==> src/float_add_defines.svh <==
// register offsets, field positions, reset values and opcode for the float add unit
// assumes inclusion by bare name from any file that needs these constants
`ifndef FLOAT_ADD_DEFINES_SVH
`define FLOAT_ADD_DEFINES_SVH

// register byte offsets on the apb window
`define OFF_CTRL        8'h00
`define OFF_STATUS      8'h04
`define OFF_ACC_SEL     8'h08
`define OFF_ACC_HI      8'h0C
`define OFF_ACC_LO      8'h10

// control register fields
`define CTRL_DBL        0
`define CTRL_TRUNC      1
`define CTRL_UNF_IE     2
`define CTRL_OVF_IE     3
`define CTRL_UV_IE      4
`define CTRL_LATE       5
`define CTRL_WIDTH      6
`define CTRL_RESET      6'h20

// condition flag positions, also status bits 3:0
`define FLAG_C          0
`define FLAG_V          1
`define FLAG_Z          2
`define FLAG_N          3

// sticky trap bits and busy in the status register
`define STAT_TRAP_MZ    4
`define STAT_TRAP_OVF   5
`define STAT_TRAP_UNF   6
`define STAT_BUSY       7

// instruction fields
`define OPC_HI          15
`define OPC_LO          8
`define OPC_ADD         8'hF4
`define ACC_FIELD_HI    7
`define ACC_FIELD_LO    6

// floating word fields
`define FP_SIGN         63
`define FP_EXP_HI       62
`define FP_EXP_LO       55
`define FP_FRAC_HI      54

`endif

==> src/float_add_pkg.sv <==
// types shared by the float add unit and its adder core
// assumes nothing beyond a systemverilog compiler
package float_add_pkg;

    // sequencer states, gray along idle, calc, commit
    typedef enum logic [1:0] {
        ST_IDLE   = 2'b00,
        ST_CALC   = 2'b01,
        ST_COMMIT = 2'b11
    } exec_state_t;

    // reason reported with a trap pulse
    typedef enum logic [1:0] {
        CAUSE_NONE       = 2'b00,
        CAUSE_MINUS_ZERO = 2'b01,
        CAUSE_OVERFLOW   = 2'b10,
        CAUSE_UNDERFLOW  = 2'b11
    } trap_cause_t;

endpackage : float_add_pkg

==> src/float_add_core.sv <==
// aligning adder with normalise and round or chop, registered result
// assumes operands held stable by the caller while load is high
`timescale 1ns/1ns
`default_nettype none
`include "float_add_defines.svh"

module float_add_core import float_add_pkg::*; (
    input  wire logic        clk,
    input  wire logic        reset_n,
    input  wire logic        clk_en,
    input  wire logic        load,
    input  wire logic [63:0] opa,
    input  wire logic [63:0] opb,
    input  wire logic        dbl,
    input  wire logic        trunc,
    output logic      [63:0] sum_q,
    output logic             ovf_q,
    output logic             unf_q
);

    // fraction as seen in the chosen precision, single drops the low word
    function automatic logic [54:0] frac_view(input logic [54:0] f, input logic d);
        frac_view = d ? f : {f[54:32], 32'h0000_0000};
    endfunction : frac_view

    // leading zero count of the raw sum
    function automatic logic [5:0] lead_zeros(input logic [58:0] v);
        logic [5:0] n;
        logic       found;
        n = 6'h00;
        found = 1'b0;
        for (int i = 58; i >= 0; i--) begin
            if (!found) begin
                if (v[i]) found = 1'b1;
                else n = n + 6'h01;
            end
        end
        return n;
    endfunction : lead_zeros

    // unpack, zero exponent reads as zero including minus zero
    wire [7:0]  ea     = opa[`FP_EXP_HI:`FP_EXP_LO];
    wire [7:0]  eb     = opb[`FP_EXP_HI:`FP_EXP_LO];
    wire [55:0] ma     = (ea == 8'h00) ? 56'h0 : {1'b1, frac_view(opa[`FP_FRAC_HI:0], dbl)};
    wire [55:0] mb     = (eb == 8'h00) ? 56'h0 : {1'b1, frac_view(opb[`FP_FRAC_HI:0], dbl)};
    wire        a_big  = {ea, ma} >= {eb, mb};           // larger magnitude wins the sign
    wire [7:0]  e_big  = a_big ? ea : eb;
    wire [7:0]  e_sml  = a_big ? eb : ea;
    wire [55:0] m_big  = a_big ? ma : mb;
    wire [55:0] m_sml  = a_big ? mb : ma;
    wire        s_big  = a_big ? opa[`FP_SIGN] : opb[`FP_SIGN];
    wire        sub_op = opa[`FP_SIGN] ^ opb[`FP_SIGN];
    wire [7:0]  diff   = e_big - e_sml;

    // align smaller operand, guard bit plus sticky keep the error bounded
    wire [115:0] shifted = {m_sml, 60'h0} >> diff;
    wire         sticky  = |shifted[57:0];
    wire [57:0]  m_aln   = {shifted[115:59], shifted[58] | sticky};
    wire [58:0]  m_ext   = {1'b0, m_big, 2'b00};
    wire [58:0]  raw     = sub_op ? (m_ext - {1'b0, m_aln}) : (m_ext + {1'b0, m_aln});
    wire         zero_w  = (raw == 59'h0);              // exact cancellation gives plus zero
    wire [5:0]   lz      = lead_zeros(raw);
    wire [58:0]  norm    = raw << lz;

    // half lsb added for rounding, nothing for chopping
    wire [59:0] rnd_inc = trunc ? 60'h0 : (dbl ? 60'h4 : 60'h4_0000_0000);
    wire [59:0] rounded = {1'b0, norm} + rnd_inc;
    wire        rcarry  = rounded[59];
    wire [58:0] fin     = rcarry ? rounded[59:1] : rounded[58:0];
    wire [9:0]  e_fin   = {2'b00, e_big} + 10'h001 - {4'h0, lz} + {9'h000, rcarry};
    wire        ovf_w   = !zero_w && ($signed(e_fin) > $signed(10'h0FF));
    wire        unf_w   = !zero_w && ($signed(e_fin) < $signed(10'h001));

    // wrapped exponent on range faults, fraction stays correct
    wire [63:0] res_w = zero_w ? 64'h0 : {s_big, e_fin[7:0], frac_view(fin[57:3], dbl)};

    // capture result when the sequencer asks
    always_ff @(posedge clk or negedge reset_n) begin
        if (!reset_n) begin
            sum_q <= 64'h0;
            ovf_q <= 1'b0;
            unf_q <= 1'b0;
        end else if (clk_en && load) begin
            sum_q <= res_w;
            ovf_q <= ovf_w;
            unf_q <= unf_w;
        end
    end

    // bits below the lsb that a cancelling add could lose
    wire [58:0] lost_mask = dbl ? 59'h7 : 59'h7_FFFF_FFFF;

    property p_ovf_exp_small;
        @(posedge clk) disable iff (!reset_n)
        (clk_en && load && ovf_w) |=> (sum_q[`FP_EXP_HI:`FP_EXP_LO] < $past(e_big));
    endproperty
    a_ovf_exp_small: assert property (p_ovf_exp_small)
        else $error("trapped overflow exponent not too small");

    property p_unf_exp_large;
        @(posedge clk) disable iff (!reset_n)
        (clk_en && load && unf_w && (e_fin != 10'h000))
            |=> (sum_q[`FP_EXP_HI:`FP_EXP_LO] > $past(e_big));
    endproperty
    a_unf_exp_large: assert property (p_unf_exp_large)
        else $error("trapped underflow exponent not too large");

    property p_cancel_exact;
        @(posedge clk) disable iff (!reset_n)
        (load && sub_op && (diff < 8'h02) && (lz > 6'h01) && !zero_w)
            |-> ((norm & lost_mask) == 59'h0);
    endproperty
    a_cancel_exact: assert property (p_cancel_exact)
        else $error("cancelling add lost bits");

endmodule : float_add_core
`default_nettype wire

==> src/float_add_unit.sv <==
// float add unit: decode, accumulators, sequencing, flags, traps, apb slave
// assumes instruction issue and apb master synchronous to CLK
`timescale 1ns/1ns
`default_nettype none
`include "float_add_defines.svh"

// Summary of operation
// - sum goes back into selected accumulator
// - precision and round or chop from control
// - disabled underflow stores exact zero
// - late model: disabled overflow stores zero
// - carry clear, overflow flag, zero flag
// - negative flag when stored value below zero
// - minus zero source traps before add
// - enabled range fault stores result, traps
// - trapped exponent wraps, fraction correct
// - close cancelling adds are exact
// - chopping error at most one lsb
// - single rounding error half lsb
// - double rounding error nine sixteenths lsb
// - minus zero only from range faults
// - minus zero stored only when trapped or on early model disabled overflow
module float_add_unit import float_add_pkg::*; #(
    parameter int ADDR_W = 8
) (
    input  wire logic              CLK,
    input  wire logic              RESET_N,
    input  wire logic              CLK_EN,
    input  wire logic              PSEL,
    input  wire logic              PENABLE,
    input  wire logic              PWRITE,
    input  wire logic [ADDR_W-1:0] PADDR,
    input  wire logic [31:0]       PWDATA,
    output logic      [31:0]       PRDATA,
    output logic                   PREADY,
    output logic                   PSLVERR,
    input  wire logic              INSTR_VALID,
    input  wire logic [15:0]       INSTR,
    input  wire logic [63:0]       FLOAT_SOURCE_OPERAND,
    output logic                   INSTR_READY,
    output logic                   DONE,
    output logic                   TRAP,
    output logic      [1:0]        TRAP_CAUSE,
    output logic                   REJECT,
    output logic      [3:0]        COND_FLAGS
);

    localparam int ACC_COUNT = 4;                    // two bit accumulator field

    // true when a floating word has a zero exponent
    function automatic logic exp_zero(input logic [63:0] w);
        exp_zero = (w[`FP_EXP_HI:`FP_EXP_LO] == 8'h00);
    endfunction : exp_zero

    // state registers
    logic [63:0]            acc_q [ACC_COUNT];       // accumulators
    logic [`CTRL_WIDTH-1:0] ctrl_q;                  // live control bits
    logic [`CTRL_WIDTH-1:0] snap_q;                  // control seen by the running add
    logic [3:0]             flags_q;                 // n z v c
    logic                   trap_mz_q;               // sticky minus zero trap
    logic                   trap_ovf_q;              // sticky overflow trap
    logic                   trap_unf_q;              // sticky underflow trap
    logic [1:0]             acc_sel_q;               // accumulator shown on apb
    exec_state_t            state_q;                 // sequencer
    logic [63:0]            opa_q;                   // latched accumulator operand
    logic [63:0]            opb_q;                   // latched source operand
    logic [1:0]             dst_q;                   // destination accumulator
    logic [31:0]            prdata_q;                // read data captured in setup
    logic                   pslverr_q;               // unmapped address flag
    logic                   done_q;                  // completion pulse
    logic                   trap_q;                  // trap pulse
    trap_cause_t            cause_q;                 // trap reason
    logic                   reject_q;                // non-add pulse

    // core results
    logic [63:0]            core_sum;
    logic                   core_ovf;
    logic                   core_unf;

    // apb decode
    wire apb_setup  = PSEL && !PENABLE;
    wire apb_wr     = PSEL && PENABLE && PWRITE && CLK_EN;
    wire hit_ctrl   = (PADDR == ADDR_W'(`OFF_CTRL));
    wire hit_status = (PADDR == ADDR_W'(`OFF_STATUS));
    wire hit_sel    = (PADDR == ADDR_W'(`OFF_ACC_SEL));
    wire hit_hi     = (PADDR == ADDR_W'(`OFF_ACC_HI));
    wire hit_lo     = (PADDR == ADDR_W'(`OFF_ACC_LO));
    wire mapped     = hit_ctrl || hit_status || hit_sel || hit_hi || hit_lo;
    wire busy       = (state_q != ST_IDLE);

    // status word: traps, busy and flags, upper bits zero
    wire [31:0] status_rd = {24'h00_0000, busy, trap_unf_q, trap_ovf_q, trap_mz_q, flags_q};
    wire [63:0] acc_view  = acc_q[acc_sel_q];
    wire [31:0] rd_val    = hit_ctrl   ? {26'h000_0000, ctrl_q} :
                            hit_status ? status_rd :
                            hit_sel    ? {30'h0000_0000, acc_sel_q} :
                            hit_hi     ? acc_view[63:32] :
                            hit_lo     ? acc_view[31:0] : 32'h0000_0000;

    // write one to clear requests for sticky traps
    wire clr_mz  = apb_wr && hit_status && PWDATA[`STAT_TRAP_MZ];
    wire clr_ovf = apb_wr && hit_status && PWDATA[`STAT_TRAP_OVF];
    wire clr_unf = apb_wr && hit_status && PWDATA[`STAT_TRAP_UNF];

    // instruction decode
    wire       accept    = INSTR_VALID && INSTR_READY && CLK_EN;
    wire       is_add    = (INSTR[`OPC_HI:`OPC_LO] == `OPC_ADD);
    wire [1:0] acc_field = INSTR[`ACC_FIELD_HI:`ACC_FIELD_LO];
    wire       src_mz    = FLOAT_SOURCE_OPERAND[`FP_SIGN] && exp_zero(FLOAT_SOURCE_OPERAND);

    // minus zero source with its trap enabled stops before the add
    wire uv_trap = accept && is_add && ctrl_q[`CTRL_UV_IE] && src_mz;
    wire start   = accept && is_add && !uv_trap;
    wire commit  = CLK_EN && (state_q == ST_COMMIT);

    // disabled underflow, or disabled overflow on the late model, gives zero
    wire unf_zero = core_unf && !snap_q[`CTRL_UNF_IE];
    wire ovf_zero = core_ovf && !snap_q[`CTRL_OVF_IE] && snap_q[`CTRL_LATE];
    wire zero_sub = unf_zero || ovf_zero;

    // faulty result kept and trapped when the matching enable is set
    wire trap_unf = core_unf && snap_q[`CTRL_UNF_IE];
    wire trap_ovf = core_ovf && snap_q[`CTRL_OVF_IE];

    // early model keeps a disabled overflow result untrapped
    wire [63:0] store_val = zero_sub ? 64'h0 : core_sum;

    // negative and zero flags from the stored value, overflow from the core, carry clear
    wire [3:0] flags_new = {store_val[`FP_SIGN] && !exp_zero(store_val),
                            exp_zero(store_val), core_ovf, 1'b0};

    // handshake outputs
    assign INSTR_READY = (state_q == ST_IDLE);
    assign PREADY      = CLK_EN;
    assign PRDATA      = prdata_q;
    assign PSLVERR     = pslverr_q;
    assign DONE        = done_q;
    assign TRAP        = trap_q;
    assign TRAP_CAUSE  = cause_q;
    assign REJECT      = reject_q;
    assign COND_FLAGS  = flags_q;

    // adder core, precision and rounding mode from the snapshot
    float_add_core u_core (
        .clk     (CLK),
        .reset_n (RESET_N),
        .clk_en  (CLK_EN),
        .load    (state_q == ST_CALC),
        .opa     (opa_q),
        .opb     (opb_q),
        .dbl     (snap_q[`CTRL_DBL]),
        .trunc   (snap_q[`CTRL_TRUNC]),
        .sum_q   (core_sum),
        .ovf_q   (core_ovf),
        .unf_q   (core_unf)
    );

    // sequencer: idle, calc, commit
    always_ff @(posedge CLK or negedge RESET_N) begin
        if (!RESET_N) begin
            state_q <= ST_IDLE;
        end else if (CLK_EN) begin
            case (state_q)
                ST_IDLE:   if (start) state_q <= ST_CALC;   // wait for an add
                ST_CALC:   state_q <= ST_COMMIT;            // core captures
                ST_COMMIT: state_q <= ST_IDLE;              // write back
                default:   state_q <= ST_IDLE;              // recover
            endcase
        end
    end

    // operand and control snapshot at accept
    always_ff @(posedge CLK or negedge RESET_N) begin
        if (!RESET_N) begin
            opa_q  <= 64'h0;
            opb_q  <= 64'h0;
            dst_q  <= 2'h0;
            snap_q <= `CTRL_RESET;
        end else if (start) begin
            opa_q  <= acc_q[acc_field];
            opb_q  <= FLOAT_SOURCE_OPERAND;
            dst_q  <= acc_field;
            snap_q <= ctrl_q;
        end
    end

    // accumulators: commit wins over an apb write in the same cycle
    always_ff @(posedge CLK or negedge RESET_N) begin
        if (!RESET_N) begin
            for (int i = 0; i < ACC_COUNT; i++) acc_q[i] <= 64'h0;
        end else if (commit) begin
            acc_q[dst_q] <= store_val;
        end else if (apb_wr && hit_hi) begin
            acc_q[acc_sel_q][63:32] <= PWDATA;
        end else if (apb_wr && hit_lo) begin
            acc_q[acc_sel_q][31:0] <= PWDATA;
        end
    end

    // condition flags update on every completed add
    always_ff @(posedge CLK or negedge RESET_N) begin
        if (!RESET_N) flags_q <= 4'h0;
        else if (commit) flags_q <= flags_new;
    end

    // sticky traps: a new event beats a clear in the same cycle
    always_ff @(posedge CLK or negedge RESET_N) begin
        if (!RESET_N) begin
            trap_mz_q  <= 1'b0;
            trap_ovf_q <= 1'b0;
            trap_unf_q <= 1'b0;
        end else if (CLK_EN) begin
            trap_mz_q  <= uv_trap || (trap_mz_q && !clr_mz);
            trap_ovf_q <= (commit && trap_ovf) || (trap_ovf_q && !clr_ovf);
            trap_unf_q <= (commit && trap_unf) || (trap_unf_q && !clr_unf);
        end
    end

    // completion and trap pulses, one enabled cycle each
    always_ff @(posedge CLK or negedge RESET_N) begin
        if (!RESET_N) begin
            done_q   <= 1'b0;
            trap_q   <= 1'b0;
            cause_q  <= CAUSE_NONE;
            reject_q <= 1'b0;
        end else if (CLK_EN) begin
            done_q   <= commit;
            reject_q <= accept && !is_add;
            trap_q   <= uv_trap || (commit && (trap_ovf || trap_unf));
            if (uv_trap) cause_q <= CAUSE_MINUS_ZERO;
            else if (commit && trap_ovf) cause_q <= CAUSE_OVERFLOW;
            else if (commit && trap_unf) cause_q <= CAUSE_UNDERFLOW;
        end
    end

    // apb control and selector writes
    always_ff @(posedge CLK or negedge RESET_N) begin
        if (!RESET_N) begin
            ctrl_q    <= `CTRL_RESET;
            acc_sel_q <= 2'h0;
        end else if (apb_wr) begin
            if (hit_ctrl) ctrl_q <= PWDATA[`CTRL_WIDTH-1:0];
            if (hit_sel) acc_sel_q <= PWDATA[1:0];
        end
    end

    // read data and error captured in the setup cycle
    always_ff @(posedge CLK or negedge RESET_N) begin
        if (!RESET_N) begin
            prdata_q  <= 32'h0000_0000;
            pslverr_q <= 1'b0;
        end else if (CLK_EN && apb_setup) begin
            prdata_q  <= PWRITE ? 32'h0000_0000 : rd_val;
            pslverr_q <= !mapped;
        end
    end

    property p_sum_written;
        @(posedge CLK) disable iff (!RESET_N)
        commit |=> (acc_q[dst_q] == $past(store_val)) && done_q;
    endproperty
    a_sum_written: assert property (p_sum_written)
        else $error("sum not written to accumulator");

    property p_unf_zero;
        @(posedge CLK) disable iff (!RESET_N)
        (commit && core_unf && !snap_q[`CTRL_UNF_IE]) |=> (acc_q[dst_q] == 64'h0) && !trap_q;
    endproperty
    a_unf_zero: assert property (p_unf_zero)
        else $error("disabled underflow did not store zero");

    property p_ovf_zero;
        @(posedge CLK) disable iff (!RESET_N)
        (commit && core_ovf && !snap_q[`CTRL_OVF_IE] && snap_q[`CTRL_LATE])
            |=> (acc_q[dst_q] == 64'h0) && flags_q[`FLAG_V];
    endproperty
    a_ovf_zero: assert property (p_ovf_zero)
        else $error("disabled overflow on late model did not store zero");

    property p_flags_cz;
        @(posedge CLK) disable iff (!RESET_N)
        done_q |-> !COND_FLAGS[`FLAG_C] && (COND_FLAGS[`FLAG_Z] == exp_zero(acc_q[dst_q]));
    endproperty
    a_flags_cz: assert property (p_flags_cz)
        else $error("carry or zero flag wrong after add");

    property p_flag_n;
        @(posedge CLK) disable iff (!RESET_N)
        done_q |-> (COND_FLAGS[`FLAG_N] ==
                    (acc_q[dst_q][`FP_SIGN] && !exp_zero(acc_q[dst_q])));
    endproperty
    a_flag_n: assert property (p_flag_n)
        else $error("negative flag wrong after add");

    property p_mz_trap;
        @(posedge CLK) disable iff (!RESET_N)
        uv_trap |=> trap_q && (cause_q == CAUSE_MINUS_ZERO) && (state_q == ST_IDLE)
                    && trap_mz_q;
    endproperty
    a_mz_trap: assert property (p_mz_trap)
        else $error("minus zero source did not trap before add");

    property p_fault_trap;
        @(posedge CLK) disable iff (!RESET_N)
        (commit && (trap_ovf || trap_unf)) |=> trap_q && (acc_q[dst_q] == $past(core_sum));
    endproperty
    a_fault_trap: assert property (p_fault_trap)
        else $error("enabled range fault did not keep result and trap");

    property p_no_minus_zero;
        @(posedge CLK) disable iff (!RESET_N)
        (commit && !core_ovf && !core_unf) |=>
            !(acc_q[dst_q][`FP_SIGN] && exp_zero(acc_q[dst_q]));
    endproperty
    a_no_minus_zero: assert property (p_no_minus_zero)
        else $error("ordinary add produced minus zero");

    // a trapped minus zero source leaves its accumulator alone
    property p_mz_keep;
        @(posedge CLK) disable iff (!RESET_N)
        (uv_trap && !(apb_wr && (hit_hi || hit_lo)))
            |=> (acc_q[$past(acc_field)] == $past(acc_q[acc_field]));
    endproperty
    a_mz_keep: assert property (p_mz_keep)
        else $error("minus zero trap changed the accumulator");

    // overflow flag follows the fault, carry always clear
    property p_ovf_flag;
        @(posedge CLK) disable iff (!RESET_N)
        commit |=> (flags_q[`FLAG_V] == $past(core_ovf)) && !flags_q[`FLAG_C];
    endproperty
    a_ovf_flag: assert property (p_ovf_flag)
        else $error("overflow or carry flag wrong after add");

    // early model keeps a disabled overflow result, no trap
    property p_early_keep;
        @(posedge CLK) disable iff (!RESET_N)
        (commit && core_ovf && !snap_q[`CTRL_OVF_IE] && !snap_q[`CTRL_LATE])
            |=> (acc_q[dst_q] == $past(core_sum)) && !trap_q;
    endproperty
    a_early_keep: assert property (p_early_keep)
        else $error("early model disabled overflow result not kept");

    // a word that is not an add is refused without starting
    property p_reject;
        @(posedge CLK) disable iff (!RESET_N)
        (accept && !is_add) |=> REJECT && (state_q == ST_IDLE);
    endproperty
    a_reject: assert property (p_reject)
        else $error("non add instruction not rejected");

endmodule : float_add_unit
`default_nettype wire

==> config.mk <==
export PLATFORM = sky130hd
export DESIGN_NAME = float_add_unit
export DESIGN_NICKNAME = d
export VERILOG_FILES = /design/src/float_add_pkg.sv /design/src/float_add_core.sv /design/src/float_add_unit.sv
export VERILOG_INCLUDE_DIRS = /design/src
export SDC_FILE = /design/constraint.sdc
export NUM_CORES = 2
export LEC_CHECK = 0
export BUFFER_PORTS_ARGS = -buffer_cell sky130_fd_sc_hd__buf_4
export CAP_MARGIN = 20
export CORE_UTILIZATION = 59
export CTS_CLUSTER_SIZE = 8
export DETAILED_ROUTE_END_ITERATION = 7
export PLACE_DENSITY = 0.88
export RECOVER_POWER = 100
export SETUP_SLACK_MARGIN = 0.1
export SLEW_MARGIN = 20
export SYNTH_ARGS = -nofsm -noshare
export SYNTH_HDL_FRONTEND = slang
export SYNTH_HIERARCHICAL = 1
export SYNTH_SLANG_ARGS = --single-unit
==> constraint.sdc <==
create_clock -name CLK -period 45 [get_ports CLK]
set_input_delay 9 -clock CLK [delete_from_list [all_inputs] [get_ports CLK]]
set_output_delay 9 -clock CLK [all_outputs]
set_load 0.05 [all_outputs]
==> impl_metrics.csv, run 1 <==
group,metric,value,unit
outcome,outcome,"did not finish",
outcome,haltStage,"global routing (5_1_grt)",
outcome,error,"[ERROR GRT-0116] Global routing finished with congestion. Check the congestion regions in the DRC Viewer.",
grt,grt-ovfl-total,1344,
place,portBuffers,163,
logic_synthesis,synthesis.area,57850,µm²
clock_tree,cts_buffers,74,
grt,grt_pass1_wl,568900,µm
logic_synthesis,syn-num-nets,7474,
floorplan,ioPinCount,171,
logic_synthesis,syn_inst,7099,
logic_synthesis,yosysUniqueCellTypes,132,
place,place_ws,-2.050,ns
logic_synthesis,synth_edf_count,0,
logic_synthesis,syn_area_per_cell,8.149,µm²
logic_synthesis,synth_seq_area_share,22.11,%
clock_tree,cts_buffer_depth,3,
place,hpwl,186600,µm
grt,first_global_vias,86120,
logic_synthesis,yosysWarningCount,6,
clock_tree,cts_max_level,3,
clock_tree,clock_sinks,511,
logic_synthesis,ys.flop_type,"dfrtp_1",
floorplan,start_util,59.73,%
floorplan,fp.dieW,315.1,µm
logic_synthesis,ys_ff_latch,511,
floorplan,dieHeight,315.1,µm
grt,gr-usage-all-layers,74.92,%
clock_tree,root_buffer,"clkbuf_16",
logic_synthesis,synthArstFlopShare,100.0,%
grt,grt_max_degree,179,
place,gp_congestion,1.388,
clock_tree,cts_hold_buf,0,
floorplan,row_count,114,
-- routing by layer --
layer  GRT overflow  global-route usage (%)
met1             91                   72.59
met2            654                   83.71
met3            116                   69.24
met4            450                   75.14
met5             33                   57.06
-- cell families after synthesis --
group                    Yosys count  share of synthesized area (%)
AO/OA/AOI/OAI                   1910                          22.27
XOR/XNOR                         257                          4.609
adder cells (fa/ha/maj)          253                          5.489
buffers and inverters            793                          5.637
flip-flops                       511                          22.11
multiplexers                     767                          18.03
other                              1                       0.006483
AND/OR/NAND/NOR                 2607                          21.85
-- cells in the mapped netlist, types with 44 or more instances --
cell	number	area, µm²
a211oi_1	74	555.5
a21o_1	59	442.9
a21oi_1	398	1992
a221o_1	139	1391
a22oi_1	50	375.4
a31oi_1	44	275.3
and2_1	68	425.4
and3_1	174	1089
buf_2	106	530.5
clkbuf_1	340	1276
dfrtp_1	509	12740
ha_1	245	3065
inv_1	265	994.7
mux2_2	340	3829
mux2i_1	226	2262
mux4_2	184	4144
nand2_1	794	2980
nand2b_1	59	369.1
nand3_1	302	1511
nand4_1	89	556.8
nor2_1	584	2192
nor3_1	187	935.9
nor4_1	68	425.4
o211ai_1	81	608.1
o21ai_0	396	1982
o21ai_1	58	290.3
o21bai_1	52	390.4
o22ai_1	162	1013
or3_1	71	444.2
xnor2_1	168	1471
xor2_1	59	516.8
-- timing repair --
item	in CTS
endpoints found under the setup margin	65
endpoints found under the hold margin	0
pin swaps	125
gates resized for setup	258
gates cloned	1
buffers inserted	104
-- through the flow --
stage,instance area (µm²),instances,utilization (%)
after CTS,71680,9382,74.01
after detailed placement,67680,9180,69.88
after global placement,67680,9180,69.88
after floorplan,57880,7099,-
==> run 2, diff against run 1 <==
Settings changed: CORE_UTILIZATION 59 to 40, CTS_CLUSTER_SIZE 8 to not set, PLACE_DENSITY 0.88 to not set, PLACE_DENSITY_LB_ADDON set to 0.15, SETUP_SLACK_MARGIN 0.1 to not set.
Clock period 45 ns to 58.5 ns, I/O delays scaled along.
==> run 2 against run 1 <==
  * The flow now finishes, with violations (max-capacitance violations, max-slew violations)
  * Synthesized cell count unchanged
  * Area after synthesis unchanged
==> impl_metrics.csv, run 2 <==
group,metric,value,unit
place,place_inst,8778,
clock_tree,insertion_delay,0.70,ns
setup_path,reg2reg_from,"opb_q[59]$_DFFE_PN0P_",
logic_synthesis,yosysTopAreaCell,"dfrtp_1",
floorplan,die_area,146100,µm²
setup_path,crit_type,"reg -> reg",
timing,period_needed,54.85,ns
drt,highest_layer,"met5",
logic_synthesis,ys_ff_latch,511,
logic_synthesis,synth_edf_count,0,
place,dpl-instance-area,60490,µm²
timing,worst_slack,3.653,ns
logic_synthesis,synth_seq_area_share,22.11,%
outcome,violations,"max-capacitance violations, max-slew violations",
logic_synthesis,synth_area_leaders,"dfrtp_1 (22%), mux4_2 (7.2%), mux2_2 (6.6%)",
grt,antenna_found_initial,8,
layout,nFillCells,14570,
grt,gr-usage-all-layers,33.32,%
logic_synthesis,ys.flop_type,"dfrtp_1",
place,hpwl,189300,µm
drt,dr_wl_met3,21360,µm
setup_path,r2r_slack,3.65,ns
setup_path,crit_required,59.13,ns
clock_tree,cts_buffers,56,
layout,multi_input_area,42080,µm²
logic_synthesis,synth_most_common_cell,"nand2_1",
setup_path,cp_data_arrival_time,55.47,ns
timing,fin_tns_setup,0,ns
drt,wl_met2,114000,µm
drt,wl_met1,105400,µm
layout,finalNetCount,7310,
place,portBuffers,163,
setup_path,cpPeakStageDelay,0.83,ns
drt,ant_nets,0,
setup_path,end_kind,"flop",
grt,grt_max_degree,142,
worst_hold_path,min_to,"PSLVERR$_DFFE_PN0P_",
drt,routed_via_density,6.626,
drt,drt_iter0_drc,6975,
clock_tree,root_buffer,"clkbuf_16",
timing,finalCritPeriodShare,93.75,%
drt,drtPass1Iterations,8,
timing,worst_pin_slew,5.533,ns
layout,layout-drive-gt1-share,14.52,%
floorplan,start_util,40.32,%
setup_path,crit_path_frequent_cell,"ha_1",
layout,fin_cells,8885,
worst_hold_path,hp-start,"PSLVERR$_DFFE_PN0P_",
clock_tree,post_cts_buffers,0,
logic_synthesis,syn_inst,7099,
layout,largest_register_ffs,256,
setup_path,critPathSlowestCell,"a211oi_1",
place,place_ws,3.629,ns
layout,layout_commonest_cell,"nand2_1",
run,cap_viol_max_count,23,
logic_synthesis,synthTopCellsByCount,"nand2_1 (794), nor2_1 (584), dfrtp_1 (509)",
setup_path,rr_endpoint,"u_core/unf_q$_DFFE_PN0P_",
clock_tree,clock_sinks,511,
floorplan,ioPinCount,171,
logic_synthesis,yosysUniqueCellTypes,132,
floorplan,dieHeight,382.3,µm
setup_path,critPathMaxFanout,48,
timing,max_freq,18.23,MHz
worst_hold_path,hold_class,"reg -> reg",
timing,rsz0062_at_grt,"false",
timing,setup_viol,0,
logic_synthesis,synthArstFlopShare,100.0,%
floorplan,fp.dieW,382.3,µm
logic_synthesis,synth_top_area_share,22.02,%
layout,regArea,12800,µm²
logic_synthesis,synthesis.area,57850,µm²
grt,first_global_vias,55730,
clock_tree,cts_tree,"built",
logic_synthesis,yosysWarningCount,6,
timing,finalClockSkew,0.04241,ns
setup_path,r2r_cells,241,
setup_path,cp-start-kind,"flop",
drt,wirelength,251700,µm
timing,hold_violations,0,
layout,syn2layout_area_growth,7.581,%
timing,timing.final.max_slew_violations,1145,
clock_tree,cts.clk_slew.worst_paths,0.06,ns
drt,vias,58870,
grt,grt-ovfl-total,0,
layout,regMostFlops,"acc_q",
logic_synthesis,syn-num-nets,7474,
clock_tree,cts_buffer_depth,3,
worst_hold_path,whs_path_depth,1,
layout,final_area,62230,µm²
floorplan,row_count,139,
clock_tree,cts_max_level,2,
outcome,outcome,"finished, violations left",
drt,wire_per_inst,28.32,µm
drt,drc,0,
logic_synthesis,syn_area_per_cell,8.149,µm²
timing,slew-limit-headroom,-268.8,%
grt,grt_pass1_wl,372900,µm
place,gp_congestion,1.035,
layout,final_cell_mix,"nand2_1 (792), nor2_1 (577), dfrtp_1 (507)",
floorplan,core,143500,µm²
==> run 2: cell counts after synthesis <==
No cell type changed its count.
==> run 2: cells by family after synthesis <==
logic type / count (synthesis) / synth area share, %
xor+xnor: 257 / 4.609
compound gates: 1910 / 22.27
buf+inv: 793 / 5.637
simple gates: 2607 / 21.85
fa+ha+maj: 253 / 5.489
mux: 767 / 18.03
other cells: 1 / 0.006483
flops: 511 / 22.11
==> run 2: how the worst max path moves through the flow <==
stage                               start                       end  slack, ns  depth (start not counted)
floorplan           opa_q[56]$_DFFE_PN0P_  u_core/unf_q$_DFFE_PN0P_      13.06                        253
global placement    opb_q[59]$_DFFE_PN0P_  u_core/unf_q$_DFFE_PN0P_       4.22                        238
detailed placement  snap_q[0]$_DFFE_PN0P_  u_core/unf_q$_DFFE_PN0P_       3.63                        240
CTS                 snap_q[0]$_DFFE_PN0P_  u_core/unf_q$_DFFE_PN0P_       3.34                        237
global route        opb_q[59]$_DFFE_PN0P_  u_core/unf_q$_DFFE_PN0P_       0.02                        241
finish              opb_q[59]$_DFFE_PN0P_  u_core/unf_q$_DFFE_PN0P_       3.65                        241
==> run 2: critical path: cells and delay by family, from the launching register on <==
kind | cells | cell delay (ns)
flops | 1 | 0.51
xor+xnor | 2 | 0.39
fa+ha+maj | 49 | 15.33
simple gates | 63 | 9.59
buf+inv | 16 | 4.21
compound gates | 82 | 17.91
mux | 29 | 6.52
==> run 2: per-layer routing <==
metal,up-vias,global-route usage (%)
li1,26280,-
met1,29340,45.12
met2,2759,53.14
met3,486,5.244
met4,12,12.66
met5,-,0
==> run 2: cell type report <==
cell class	count	area share [%]
repair buffers	295	3.179
clock inverters	25	0.5690
flip-flops and latches	511	20.56
multi-input cells	5797	67.62
inverters	274	1.661
diodes	4	0.01608
well taps	1903	3.826
clock buffers	76	2.565
==> run 2: through the flow <==
step / hold slack (ns) / utilization [%]
6_report: 0.4784 / 43.37
3_3_place_gp: 0.4578 / 42.15
4_1_cts: 0.4799 / 43.52
2_1_floorplan: 0.4384 / -
3_5_place_dp: 0.4627 / 42.16
5_1_grt: 0.4990 / 43.37
==> run 2: timing repair <==
action                                  4_1_cts  5_1_grt
resized for setup                             0       16
hold buffers                                  0        0
endpoints found under the hold margin         0        0
endpoints found under the setup margin        0        8
Power of run 2 is left out: the tool's default activity adds up to more than one toggle a clock period on the data nets, which glitch-free logic cannot reach.
